File: src/rtl/clk_ctrl_consts.svh
`ifndef CLK_CTRL_CONSTS_SVH
`define CLK_CTRL_CONSTS_SVH

// Register byte offsets.
`define OFS_SWITCH 8'h00
`define OFS_DIVIDE 8'h04
`define OFS_GATE_ONE 8'h08
`define OFS_GATE_TWO 8'h0c
`define OFS_MONITOR 8'h10
`define OFS_STATUS 8'h14
`define OFS_IRQ_STAT 8'h18
`define OFS_IRQ_MASK 8'h1c
`define OFS_CLKOUT 8'h20
`define OFS_POWER 8'h24
`define OFS_CORE_GATE 8'h28

// Source codes.
`define SRC_EXT_CRYSTAL 2'h0
`define SRC_EXT_USER 2'h1
`define SRC_INT_FAST 2'h2
`define SRC_INT_SLOW 2'h3

// Reset values.
`define RST_SOURCE 2'h2
`define RST_DIVIDE 3'h3
`define RST_GATE_ONE 8'hbb
`define RST_GATE_TWO 8'h0c
`define RST_CORE_GATE 2'h3

// Writable bits of the gate registers.
`define MASK_GATE_ONE 8'hbb
`define MASK_GATE_TWO 8'h0c

// Field positions.
`define BIT_GATE_ADV_TIMER 7
`define BIT_GATE_GEN_TIMER 5
`define BIT_GATE_BASIC_TIMER 4
`define BIT_GATE_SERIAL 3
`define BIT_GATE_SYNC_SERIAL 1
`define BIT_GATE_TWO_WIRE 0
`define BIT_GATE_CONVERTER 3
`define BIT_GATE_AUTO_WAKEUP 2
`define IRQ_FAIL 0
`define IRQ_SWITCH 1
`define IRQ_WAKE 2
`define CLKOUT_EN 3

// Low-power request codes written to the power register.
`define MODE_WAIT 3'h1
`define MODE_AHALT_REG_ON 3'h2
`define MODE_AHALT_REG_OFF 3'h3
`define MODE_HALT 3'h4

// Timing.
`define CLK_PERIOD_NS 10
`define FAIL_TIME_NS 1280
`define FAIL_CYCLES (`FAIL_TIME_NS / `CLK_PERIOD_NS)

`endif

File: src/rtl/clk_ctrl_pkg.sv
package clk_ctrl_pkg;

  typedef logic [1:0] source_t;

  typedef enum logic [4:0] {
    ST_RUN = 5'b00001,
    ST_WAIT = 5'b00010,
    ST_AHALT = 5'b00100,
    ST_HALT = 5'b01000,
    ST_RESUME = 5'b10000
  } power_state_e;

endpackage

File: src/rtl/clock_and_low_power_control.sv
// Overview of operation
// - Reset selects fast RC divided by eight.
// - Source and divider writable right after reset.
// - Source changes by register write while running.
// - Keep old source until new ready, glitch-free.
// - Programmable prescaler divides CPU and peripheral clock.
// - Four sources: crystal, user clock, fast, slow.
// - External failure forces fast RC over eight.
// - Core, memory, peripherals gated individually.
// - Gate register one bit layout.
// - Selected internal clock driven out on pin.
// - Wait stops CPU, wakes on interrupt.
// - Active halt regulator on, wakes on timer.
// - Active halt regulator off, slower wakeup; here it wakes as fast as with it on.
// - Halt stops all, wakes on external event.
//
// The placing of the registers and the AXI4-Lite interface to the registers are this design's own decisions.
`include "clk_ctrl_consts.svh"
`timescale 1ns/1ps
`default_nettype none

module clock_and_low_power_control #(
  parameter int ADDR_W = 8,
  parameter int FAIL_LIMIT = `FAIL_CYCLES
) (
  input wire logic aclk,
  input wire logic aresetn,
  input wire logic [ADDR_W-1:0] s_axi_awaddr,
  input wire logic s_axi_awvalid,
  output logic s_axi_awready,
  input wire logic [31:0] s_axi_wdata,
  input wire logic [3:0] s_axi_wstrb,
  input wire logic s_axi_wvalid,
  output logic s_axi_wready,
  output logic [1:0] s_axi_bresp,
  output logic s_axi_bvalid,
  input wire logic s_axi_bready,
  input wire logic [ADDR_W-1:0] s_axi_araddr,
  input wire logic s_axi_arvalid,
  output logic s_axi_arready,
  output logic [31:0] s_axi_rdata,
  output logic [1:0] s_axi_rresp,
  output logic s_axi_rvalid,
  input wire logic s_axi_rready,
  input wire logic [3:0] osc_level,
  input wire logic [3:0] osc_ready,
  input wire logic int_wake,
  input wire logic auto_wakeup_unit_wake,
  input wire logic ext_wake,
  output var logic [3:0] osc_on,
  output var clk_ctrl_pkg::source_t cur_source,
  output var logic cpu_tick,
  output var logic mem_tick,
  output var logic [7:0] periph_tick_one,
  output var logic [7:0] periph_tick_two,
  output var logic regulator_on,
  output var logic clk_out,
  output var logic clk_out_oe,
  output logic irq
);
  import clk_ctrl_pkg::*;

  ////////////////////////////////////////////////////////////////////////////
  // Oscillator inputs arrive from other domains.

  logic [3:0] lvl_s;
  logic [3:0] rdy_s;
  logic [3:0] lvl_prev_ff;

  genvar gi;
  generate
    for (gi = 0; gi < 4; gi++) begin : g_sync
      level_sync u_lvl (
        .aclk(aclk),
        .aresetn(aresetn),
        .din(osc_level[gi]),
        .dout(lvl_s[gi])
      );
      level_sync u_rdy (
        .aclk(aclk),
        .aresetn(aresetn),
        .din(osc_ready[gi]),
        .dout(rdy_s[gi])
      );
    end
  endgenerate

  ////////////////////////////////////////////////////////////////////////////
  // Register state.

  source_t sel_req_ff;
  logic [2:0] div_ff;
  logic [7:0] gate_one_ff;
  logic [7:0] gate_two_ff;
  logic mon_en_ff;
  logic [2:0] irq_stat_ff;
  logic [2:0] irq_mask_ff;
  logic [3:0] clkout_ff;
  logic [1:0] core_gate_ff;
  power_state_e state_ff;
  power_state_e nxt_state;
  logic [7:0] pcnt_ff;
  logic [7:0] fail_cnt_ff;

  ////////////////////////////////////////////////////////////////////////////
  // AXI4-Lite write channel: address and data taken in either order.

  logic aw_hold_ff;
  logic w_hold_ff;
  logic [ADDR_W-1:0] awaddr_ff;
  logic [31:0] wdata_ff;
  logic wstrb0_ff;

  assign s_axi_awready = !aw_hold_ff && !s_axi_bvalid;
  assign s_axi_wready = !w_hold_ff && !s_axi_bvalid;

  wire aw_take = s_axi_awvalid && s_axi_awready;
  wire w_take = s_axi_wvalid && s_axi_wready;
  wire aw_have = aw_hold_ff || aw_take;
  wire w_have = w_hold_ff || w_take;
  wire do_write = aw_have && w_have && !s_axi_bvalid;
  wire [ADDR_W-1:0] wr_addr = aw_hold_ff ? awaddr_ff : s_axi_awaddr;
  wire [31:0] wr_data = w_hold_ff ? wdata_ff : s_axi_wdata;
  wire wr_lane0 = w_hold_ff ? wstrb0_ff : s_axi_wstrb[0];
  wire [7:0] wr_word = {wr_addr[7:2], 2'b00};
  wire [7:0] wd = wr_data[7:0];
  wire wr_en = do_write && wr_lane0;

  wire hit_w_switch = wr_word == `OFS_SWITCH;
  wire hit_w_divide = wr_word == `OFS_DIVIDE;
  wire hit_w_gate1 = wr_word == `OFS_GATE_ONE;
  wire hit_w_gate2 = wr_word == `OFS_GATE_TWO;
  wire hit_w_mon = wr_word == `OFS_MONITOR;
  wire hit_w_stat = wr_word == `OFS_IRQ_STAT;
  wire hit_w_mask = wr_word == `OFS_IRQ_MASK;
  wire hit_w_cko = wr_word == `OFS_CLKOUT;
  wire hit_w_pwr = wr_word == `OFS_POWER;
  wire hit_w_core = wr_word == `OFS_CORE_GATE;
  wire hit_w_stsr = wr_word == `OFS_STATUS;
  wire w_mapped = hit_w_switch | hit_w_divide | hit_w_gate1 | hit_w_gate2 | hit_w_mon | hit_w_stat
                  | hit_w_mask | hit_w_cko | hit_w_pwr | hit_w_core | hit_w_stsr;

  always_ff @(posedge aclk) begin
    if (!aresetn) begin
      aw_hold_ff <= 1'b0;
      w_hold_ff <= 1'b0;
      awaddr_ff <= '0;
      wdata_ff <= 32'h0;
      wstrb0_ff <= 1'b0;
      s_axi_bvalid <= 1'b0;
      s_axi_bresp <= 2'h0;
    end else begin
      if (aw_take) begin
        awaddr_ff <= s_axi_awaddr;
      end
      if (w_take) begin
        wdata_ff <= s_axi_wdata;
        wstrb0_ff <= s_axi_wstrb[0];
      end
      aw_hold_ff <= aw_have && !do_write;
      w_hold_ff <= w_have && !do_write;
      if (do_write) begin
        s_axi_bvalid <= 1'b1;
        s_axi_bresp <= w_mapped ? 2'h0 : 2'h2;
      end else if (s_axi_bready) begin
        s_axi_bvalid <= 1'b0;
      end
    end
  end

  ////////////////////////////////////////////////////////////////////////////
  // Master clock derived from the selected oscillator.

  wire [3:0] edges = lvl_s & ~lvl_prev_ff;
  wire mtick = edges[cur_source];
  wire switch_busy = sel_req_ff != cur_source;
  // Changing only on an edge of the old source keeps every master period whole.
  wire do_switch = switch_busy && rdy_s[sel_req_ff] && mtick;
  wire ext_active = (cur_source == `SRC_EXT_CRYSTAL) || (cur_source == `SRC_EXT_USER);
  wire fail_now = mon_en_ff && ext_active && (fail_cnt_ff >= 8'(FAIL_LIMIT));
  wire [7:0] div_max = (8'h01 << div_ff) - 8'h01;
  wire ptick = mtick && (pcnt_ff >= div_max);
  wire run_cpu = (state_ff == ST_RUN);
  wire run_periph = (state_ff == ST_RUN) || (state_ff == ST_WAIT);
  wire mode_wr = wr_en && hit_w_pwr && run_cpu;
  wire wake_done = (state_ff == ST_RESUME) && rdy_s[cur_source];

  always_ff @(posedge aclk) begin
    if (!aresetn) begin
      lvl_prev_ff <= 4'h0;
      cur_source <= `RST_SOURCE;
      pcnt_ff <= 8'h00;
      fail_cnt_ff <= 8'h00;
    end else begin
      lvl_prev_ff <= lvl_s;
      if (fail_now) begin
        cur_source <= `SRC_INT_FAST;
      end else if (do_switch) begin
        cur_source <= sel_req_ff;
      end
      if (mtick) begin
        pcnt_ff <= ptick ? 8'h00 : pcnt_ff + 8'h01;
      end
      // A saturating count since the last edge of the external source.
      if (!ext_active || edges[cur_source]) begin
        fail_cnt_ff <= 8'h00;
      end else if (fail_cnt_ff != 8'hff) begin
        fail_cnt_ff <= fail_cnt_ff + 8'h01;
      end
    end
  end

  ////////////////////////////////////////////////////////////////////////////
  // Software registers; events set flags with priority over the clear.

  wire [2:0] irq_set = {wake_done, do_switch && !fail_now, fail_now};
  wire [2:0] irq_clr = (wr_en && hit_w_stat) ? wd[2:0] : 3'h0;

  always_ff @(posedge aclk) begin
    if (!aresetn) begin
      sel_req_ff <= `RST_SOURCE;
      div_ff <= `RST_DIVIDE;
      gate_one_ff <= `RST_GATE_ONE;
      gate_two_ff <= `RST_GATE_TWO;
      mon_en_ff <= 1'b0;
      irq_stat_ff <= 3'h0;
      irq_mask_ff <= 3'h0;
      clkout_ff <= 4'h0;
      core_gate_ff <= `RST_CORE_GATE;
    end else begin
      if (fail_now) begin
        sel_req_ff <= `SRC_INT_FAST;
        div_ff <= `RST_DIVIDE;
      end else begin
        if (wr_en && hit_w_switch) begin
          sel_req_ff <= wd[1:0];
        end
        if (wr_en && hit_w_divide) begin
          div_ff <= wd[2:0];
        end
      end
      if (wr_en && hit_w_gate1) begin
        gate_one_ff <= wd & `MASK_GATE_ONE;
      end
      if (wr_en && hit_w_gate2) begin
        gate_two_ff <= wd & `MASK_GATE_TWO;
      end
      if (wr_en && hit_w_mon) begin
        mon_en_ff <= wd[0];
      end
      irq_stat_ff <= (irq_stat_ff & ~irq_clr) | irq_set;
      if (wr_en && hit_w_mask) begin
        irq_mask_ff <= wd[2:0];
      end
      if (wr_en && hit_w_cko) begin
        clkout_ff <= wd[3:0];
      end
      if (wr_en && hit_w_core) begin
        core_gate_ff <= wd[1:0];
      end
    end
  end

  assign irq = |(irq_stat_ff & irq_mask_ff);

  ////////////////////////////////////////////////////////////////////////////
  // Low-power sequencing.

  always_comb begin
    nxt_state = state_ff;
    case (state_ff)
      ST_RUN: begin
        if (mode_wr && wd[2:0] == `MODE_WAIT) begin
          nxt_state = ST_WAIT;
        end else if (mode_wr && (wd[2:0] == `MODE_AHALT_REG_ON || wd[2:0] == `MODE_AHALT_REG_OFF)) begin
          nxt_state = ST_AHALT;
        end else if (mode_wr && wd[2:0] == `MODE_HALT) begin
          nxt_state = ST_HALT;
        end
      end
      ST_WAIT: begin
        if (int_wake || ext_wake) begin
          nxt_state = ST_RESUME;
        end
      end
      ST_AHALT: begin
        if (auto_wakeup_unit_wake || ext_wake) begin
          nxt_state = ST_RESUME;
        end
      end
      ST_HALT: begin
        if (ext_wake) begin
          nxt_state = ST_RESUME;
        end
      end
      ST_RESUME: begin
        if (rdy_s[cur_source]) begin
          nxt_state = ST_RUN;
        end
      end
      default: begin
        nxt_state = ST_RUN;
      end
    endcase
  end

  // The regulator drops only for the deep modes; it returns on entry to resume, adding no wakeup time.
  wire reg_off_req = mode_wr && (wd[2:0] == `MODE_AHALT_REG_OFF || wd[2:0] == `MODE_HALT);

  always_ff @(posedge aclk) begin
    if (!aresetn) begin
      state_ff <= ST_RUN;
      regulator_on <= 1'b1;
    end else begin
      state_ff <= nxt_state;
      if (reg_off_req) begin
        regulator_on <= 1'b0;
      end else if (nxt_state == ST_RESUME) begin
        regulator_on <= 1'b1;
      end
    end
  end

  ////////////////////////////////////////////////////////////////////////////
  // Gated clock enables and oscillator requests.

  wire in_halt = (state_ff == ST_HALT);
  wire in_ahalt = (state_ff == ST_AHALT);
  wire [3:0] need_src = (4'h1 << cur_source) | (4'h1 << sel_req_ff);
  wire [3:0] nxt_osc_on = in_halt ? 4'h0 : in_ahalt ? 4'h8 : need_src;

  always_ff @(posedge aclk) begin
    if (!aresetn) begin
      cpu_tick <= 1'b0;
      mem_tick <= 1'b0;
      periph_tick_one <= 8'h00;
      periph_tick_two <= 8'h00;
      osc_on <= 4'h4;
    end else begin
      cpu_tick <= ptick && run_cpu && core_gate_ff[0];
      mem_tick <= ptick && run_cpu && core_gate_ff[1];
      periph_tick_one <= gate_one_ff & {8{ptick && run_periph}};
      periph_tick_two <= gate_two_ff & {8{ptick && run_periph}};
      osc_on <= nxt_osc_on;
    end
  end

  ////////////////////////////////////////////////////////////////////////////
  // Clock output pin: toggles on each rising edge of the chosen clock.

  wire [3:0] cko_src = {edges[`SRC_INT_FAST], edges[`SRC_INT_SLOW], ptick, mtick};
  wire cko_tick = cko_src[clkout_ff[1:0]];

  always_ff @(posedge aclk) begin
    if (!aresetn) begin
      clk_out <= 1'b0;
      clk_out_oe <= 1'b0;
    end else begin
      clk_out_oe <= clkout_ff[`CLKOUT_EN];
      if (!clkout_ff[`CLKOUT_EN]) begin
        clk_out <= 1'b0;
      end else if (cko_tick) begin
        clk_out <= !clk_out;
      end
    end
  end

  ////////////////////////////////////////////////////////////////////////////
  // AXI4-Lite read channel.

  wire [7:0] rd_word = {s_axi_araddr[7:2], 2'b00};
  wire [7:0] status_val = {rdy_s, 1'b0, switch_busy, cur_source};
  wire [7:0] power_val = {3'h0, state_ff};
  logic [7:0] rd_val;
  logic rd_ok;

  always_comb begin
    rd_ok = 1'b1;
    case (rd_word)
      `OFS_SWITCH: rd_val = {6'h00, sel_req_ff};
      `OFS_DIVIDE: rd_val = {5'h00, div_ff};
      `OFS_GATE_ONE: rd_val = gate_one_ff;
      `OFS_GATE_TWO: rd_val = gate_two_ff;
      `OFS_MONITOR: rd_val = {7'h00, mon_en_ff};
      `OFS_STATUS: rd_val = status_val;
      `OFS_IRQ_STAT: rd_val = {5'h00, irq_stat_ff};
      `OFS_IRQ_MASK: rd_val = {5'h00, irq_mask_ff};
      `OFS_CLKOUT: rd_val = {4'h0, clkout_ff};
      `OFS_POWER: rd_val = power_val;
      `OFS_CORE_GATE: rd_val = {6'h00, core_gate_ff};
      default: begin
        rd_val = 8'h00;
        rd_ok = 1'b0;
      end
    endcase
  end

  assign s_axi_arready = !s_axi_rvalid;

  always_ff @(posedge aclk) begin
    if (!aresetn) begin
      s_axi_rvalid <= 1'b0;
      s_axi_rdata <= 32'h0;
      s_axi_rresp <= 2'h0;
    end else if (s_axi_arvalid && s_axi_arready) begin
      s_axi_rvalid <= 1'b1;
      s_axi_rdata <= {24'h000000, rd_val};
      s_axi_rresp <= rd_ok ? 2'h0 : 2'h2;
    end else if (s_axi_rready) begin
      s_axi_rvalid <= 1'b0;
    end
  end

endmodule

`default_nettype wire

File: src/rtl/level_sync.sv
`timescale 1ns/1ps
`default_nettype none

module level_sync (
  input wire logic aclk,
  input wire logic aresetn,
  input wire logic din,
  output var logic dout
);

  logic s1_ff;
  logic s2_ff;
  logic s3_ff;

  // The output moves only once the second and third stages agree.
  always_ff @(posedge aclk) begin
    if (!aresetn) begin
      s1_ff <= 1'b0;
      s2_ff <= 1'b0;
      s3_ff <= 1'b0;
      dout <= 1'b0;
    end else begin
      s1_ff <= din;
      s2_ff <= s1_ff;
      s3_ff <= s2_ff;
      if (s2_ff == s3_ff) begin
        dout <= s3_ff;
      end
    end
  end

endmodule

`default_nettype wire

File: config.mk
export PLATFORM = sky130hd
export DESIGN_NAME = clock_and_low_power_control
export DESIGN_NICKNAME = d
export VERILOG_FILES = /design/src/rtl/clk_ctrl_pkg.sv /design/src/rtl/clock_and_low_power_control.sv /design/src/rtl/level_sync.sv
export VERILOG_INCLUDE_DIRS = /design/src /design/src/rtl
export SDC_FILE = /design/constraint.sdc
export NUM_CORES = 1
export LEC_CHECK = 0
export BUFFER_PORTS_ARGS = -buffer_cell sky130_fd_sc_hd__buf_4
export CORE_UTILIZATION = 40
export CTS_CLUSTER_DIAMETER = 60
export DETAILED_ROUTE_END_ITERATION = 7
export HOLD_SLACK_MARGIN = 0.03
export SKIP_LAST_GASP = 1
export SLEW_MARGIN = 20
export SYNTH_ARGS = -nofsm -noshare
export SYNTH_HDL_FRONTEND = slang
export SYNTH_SLANG_ARGS = --single-unit
export TNS_END_PERCENT = 20
File: constraint.sdc
create_clock -name aclk -period 5.91 [get_ports aclk]
set_input_delay 0 -clock aclk [delete_from_list [all_inputs] [get_ports aclk]]
set_output_delay 0 -clock aclk [all_outputs]
set_load 0.005 [all_outputs]
# Yosys cells after proc, flatten, opt, wreduce, memory -nomap -nowiden
# Index checks and enable logic that the tools add are counted.
# totals
wordCells	237
in_bits	70
reg_bits	143
output_inout_bits	69
# classes
n_mux	33
n_lt_le_gt_ge	5
n_bitwise	20
shift	3
eq_ne	41
reduce_logical	66
addsub	3
# ops
cell	count
case mux 8 bit (11 select lines)	1
== test 6 x 3 -> 1 bit (second input constant)	8
== test 6 x 4 -> 1 bit (second input constant)	6
logical AND 1 bit	36
2-to-1 mux 5 bit	7
case mux 5 bit (5 select lines)	1
== test 6 x 2 -> 1 bit (second input constant)	4
2-to-1 mux 8 bit	3
adder 8 x 1 -> 8 bit (second input constant)	2
zero test 8 bit	2
== test 6 x 1 -> 1 bit (second input constant)	2
2-to-1 mux 1 bit	12
OR reduction 11 bit	1
== test 5 bit (second input constant)	2
bitwise OR 1 bit	10
logical OR 1 bit	9
< comparator 2 x 3 -> 1 bit (second input constant)	3
bitwise AND 4 x 8 -> 8 bit	1
bitwise AND 8 bit	1
binary-select mux 1 bit (select 2 bit)	4
== test 1 bit	8
>= comparator 8 bit	1
>= comparator 8 bit (second input constant)	1
zero test 1 bit	8
28 further kinds	38

# Logic depth before layout (Yosys ltp)
# logic_depth
word_depth	17
mapped_depth	9

# Hierarchy
# Synthesis repeated with hierarchy kept, for this count alone.
# unflattened
cells_unflattened	682
area_unflattened_um2	6085.8
# modules_own_cells
module	instances	cells_each	area_each_um2	seq_area_each_um2
clock_and_low_power_control	1	602	5154.9	1961.9
level_sync	8	10	116.4	80.1

# Worst setup path before layout
# OpenSTA, ideal clock, no wires.
# synth_path
path_type	reg-to-reg
start	reg div_ff[0]
end	reg pcnt_ff[5]
path_buffers	1
t_arrival_ns	2.133
path_stages_with_launch	10
required_ns	5.836
slack_ns	3.702
path_cell_list	dfxtp_1 -> or3_1 -> ha_1 -> nand2b_1 -> a211oi_1 -> o31ai_1 -> a21oi_2 -> buf_2 -> nand3_1 -> a31oi_1
# synth_via
elab_chain_cells	5
# synth_rtl
item	line	source
start, declared	clock_and_low_power_control.sv:92	logic [2:0] div_ff;
start signal, assigned	clock_and_low_power_control.sv:222	div_ff <= `RST_DIVIDE;
start signal, assigned	clock_and_low_power_control.sv:233	div_ff <= `RST_DIVIDE;
start signal, assigned	clock_and_low_power_control.sv:239	div_ff <= wd[2:0];
<< shifter 1 x 3 -> 8 bit	clock_and_low_power_control.sv:181	wire [7:0] div_max = (8'h01 << div_ff) - 8'h01;
subtractor 8 x 1 -> 8 bit	clock_and_low_power_control.sv:181	
>= comparator 8 bit	clock_and_low_power_control.sv:182	wire ptick = mtick && (pcnt_ff >= div_max);
logical AND 1 bit	clock_and_low_power_control.sv:182	
2-to-1 mux 8 bit	clock_and_low_power_control.sv:202	pcnt_ff <= ptick ? 8'h00 : pcnt_ff + 8'h01;
end signal, assigned	clock_and_low_power_control.sv:202	
end, declared	clock_and_low_power_control.sv:102	logic [7:0] pcnt_ff;
# No other way between the ends.
# A chain may end at the register's enable or synchronous reset.

# Final worst setup path
# layout_path
start	reg div_ff[0]
end	reg periph_tick_one[1]
# layout_via
elab_chain_cells	6
# layout_rtl
item	line	source
<< shifter 1 x 3 -> 8 bit	clock_and_low_power_control.sv:181	
subtractor 8 x 1 -> 8 bit	clock_and_low_power_control.sv:181	
>= comparator 8 bit	clock_and_low_power_control.sv:182	
logical AND 1 bit	clock_and_low_power_control.sv:182	
logical AND 1 bit	clock_and_low_power_control.sv:342	periph_tick_one <= gate_one_ff & {8{ptick && run_periph}};
bitwise AND 8 bit	clock_and_low_power_control.sv:342	
end signal, assigned	clock_and_low_power_control.sv:342	
end, declared	clock_and_low_power_control.sv:54	output var logic [7:0] periph_tick_one,
# No other way between the ends.

==> flow_summary.yaml <==
global_route:
  grt_pass1_wl_um: 23400
  grt_pass1_vias: 4933
  antenna_found_initial: 0
  gr-usage-all-layers_pct: 18.7
  gr-total-overflow: 0
  grt_max_degree: 66
floorplanning:
  die-width_um: 125
  ios: 139
  rows: 44
  coreArea_um2: 14700
  initial_core_util_pct: 41.4
  die_height_um: 125
  die_area_um2: 15700
routing:
  first_iter_violations: 360
  wire_per_inst_um: 14.4
  postRouteAntennaNets: 0
  drcViolationCount: 7
  vias_per_cell: 5.23
  wl_um: 14300
  vias: 5220
  dr.pass1.iters: 8
finish:
  num_antenna_cells: 0
  final_layout_size_suffix_gt1_share_pct: 15.7
  fillCellCount: 1401
  seq_area_um2: 2600
  syn_to_final_growth_pct: 22.9
  final_cell_mix: "dfxtp_1, nand2_1, buf_4"
  fin_util_pct: 50.9
  multi_input_comb_area_um2: 3120
  layout_commonest_cell: "dfxtp_1"
  final_nets: 882
sta:
  maxSlewViolCount: 0
  skew_ps: 6.40
  max_freq_mhz: 375
  fin_crit_sh_pct: 45.2
  tns_ps: 0
  rsz0062_at_grt: "false"
  fin_crit_ps: 2670
  final-setup-viol-count: 0
  maxSlewHeadroom_pct: 50.5
  hold_viol: 0
  worst_pin_slew_ps: 743
cts:
  cts_max_level: 4
  clock_latency_ps: 420
  cts.sinks: 130
  ctsHoldBuffers: 33
  cts_setup_buffers: 0
  cts_resized: 0
  clk_pin_slew_worst_paths_ps: 60
  cts_tree: "built"
  cts_buffer_depth: 2
  cts_buffers: 17
  root_buffer: "clkbuf_16"
yosys:
  yosys_warnings: 0
  syn_area_um2: 6080
  synth_area_leader_cell: "dfxtp_1"
  synth_area_per_cell_um2: 8.53
  ys.flop_type: "dfxtp_1"
  synthCells: 713
  async_flop_share_pct: 0
  yosysSeqAreaShare_pct: 42.8
  ys_ff_latch: 130
  synth_edf_count: 0
  synth_cell_types: 65
  synth_area_leaders: "dfxtp_1, nand2_1, and2_1"
  synth.top_cell.area_share_pct: 42.8
pwr:
  powerDensity_nw_per_um2: 288
  pwr-share-comb_pct: 9.0
  p_sw_uw: 534
  peakVddDrop_uv: 183
  p_total_uw: 2150
  sequentialPowerShare_pct: 43.1
  pwr-share-clk_pct: 47.9
  swShare_pct: 24.8
  p_leak_uw: 0.00296
  internal_power_uw: 1620
run_status:
  violations: "design-rule violations"
  run_status: "finished, violations left"
place:
  port-buffer-count: 72
  gp_congestion: 0.826
  dp_hpwl_um: 10100
worst_setup_path:
  cpPeakStageDelay_ps: 600
  slowest_stage: "a21oi_2"
  path_buf_inv: 0
  crit_type: "reg2reg"
  path_max_fanout: 15
  crit_path_start_kind: "flip-flop"
  endpoint_kind: "flip-flop"
  crit_chain: "or3_1, ha_1, nand2b_1, a211oi_1, o31ai_1, a21oi_2, nor4_4, and2_1"
  setup.worst_path.start: "div_ff[0]"
  arrival_ps: 2980
  r2r_start: "div_ff[0]"
  cp_top_family: "compound AO/OA/AOI/OAI gates"
  crit_required_ps: 6220
flow_run:
  cap_violations: 0
min_path:
  worstHoldStart: "auto_wakeup_unit_wake"
  hp-class: "in2reg"
==> tightest hold or removal path, stage by stage <==
cell and delay (ps):
buf_4 90, nand4b_1 100, o31ai_1 80, a22oi_1 80, nor2_1 80
==> kinds of logic (layout without fill, tap and decap cells) <==
logic type / Yosys count / after routing / synth area share, %
compound gates: 142 / 142 / 14.4
xor+xnor: 7 / 7 / 1.01
mux: 33 / 33 / 6.66
buf+inv: 87 / 155 / 7.96
flops: 130 / 130 / 42.8
other cells: 2 / 35 / 0.123
simple gates: 301 / 301 / 24.8
fa+ha+maj: 11 / 11 / 2.26
==> cell usage after synthesis, drive strengths merged, types with 8 or more instances <==
cell,instances
nor2,66
buf,45
nor3,16
nand2,83
nor3b,9
a31oi,14
clkbuf,25
dfxtp,130
inv,16
nand3,34
a21oi,45
and2,43
or3,8
nor2b,11
o21ai,37
ha,11
nand2b,11
mux2i,21
==> flip-flops by register name (all words and copies together) (netlist names), 5 cells and up <==
| register | flops |
|---|---|
| pcnt_ff | 8 |
| gate_one_ff | 6 |
| awaddr_ff | 6 |
| periph_tick_one | 6 |
| state_ff | 5 |
| wdata_ff | 7 |
| fail_cnt_ff | 8 |
| s_axi_rdata | 8 |
==> power groups by stage <==
stage	clock (uW)	combinational, uW	sequential [uW]
final	1030	194	927
after global routing	1080	217	930
after CTS	1050	194	926
after detailed placement	0	176	945
after global placement	0	171	944
after floorplan	0	138	936
==> through the flow <==
stage	hold slack [ps]	cell area (um^2)	instances	setup slack [ps]
5_1_grt	66.3	7480	998	3020
3_5_place_dp	202	6570	933	3240
6_report	51.3	7480	998	3240
3_3_place_gp	185	6570	933	3280
2_1_floorplan	100	6210	746	3700
4_1_cts	31.4	7480	998	3240
==> layout make-up <==
cell class                 instances  area share (%)
multi-input combinational        529            41.7
clock inverter                    14            2.07
inverter                          17           0.853
timing repair buffer             106            11.7
tap                              184            3.08
sequential                       130            34.8
clock buffer                      18            5.74
==> layer usage <==
metal  GRT usage, %  share of wire (%)  vias up  wire length (um)
li1               -                  -     2592                 -
met3           4.19                4.7       26               678
met1           21.6                 43     2467              6180
met5              0                  0        -                 0
met2           33.3                 50      135              7240
met4           8.03                1.7        0               240
==> final timing paths <==
check                                             end  slack (ps)  cells after the start
worst max-delay path               periph_tick_one[1]        3240                      8
worst min-delay path                      state_ff[4]          50                      5
worst max register to register     periph_tick_one[1]        3240                      8
worst min register to register  g_sync[2].u_lvl.s2_ff         430                      1
Power figures use the tool's default switching activity.
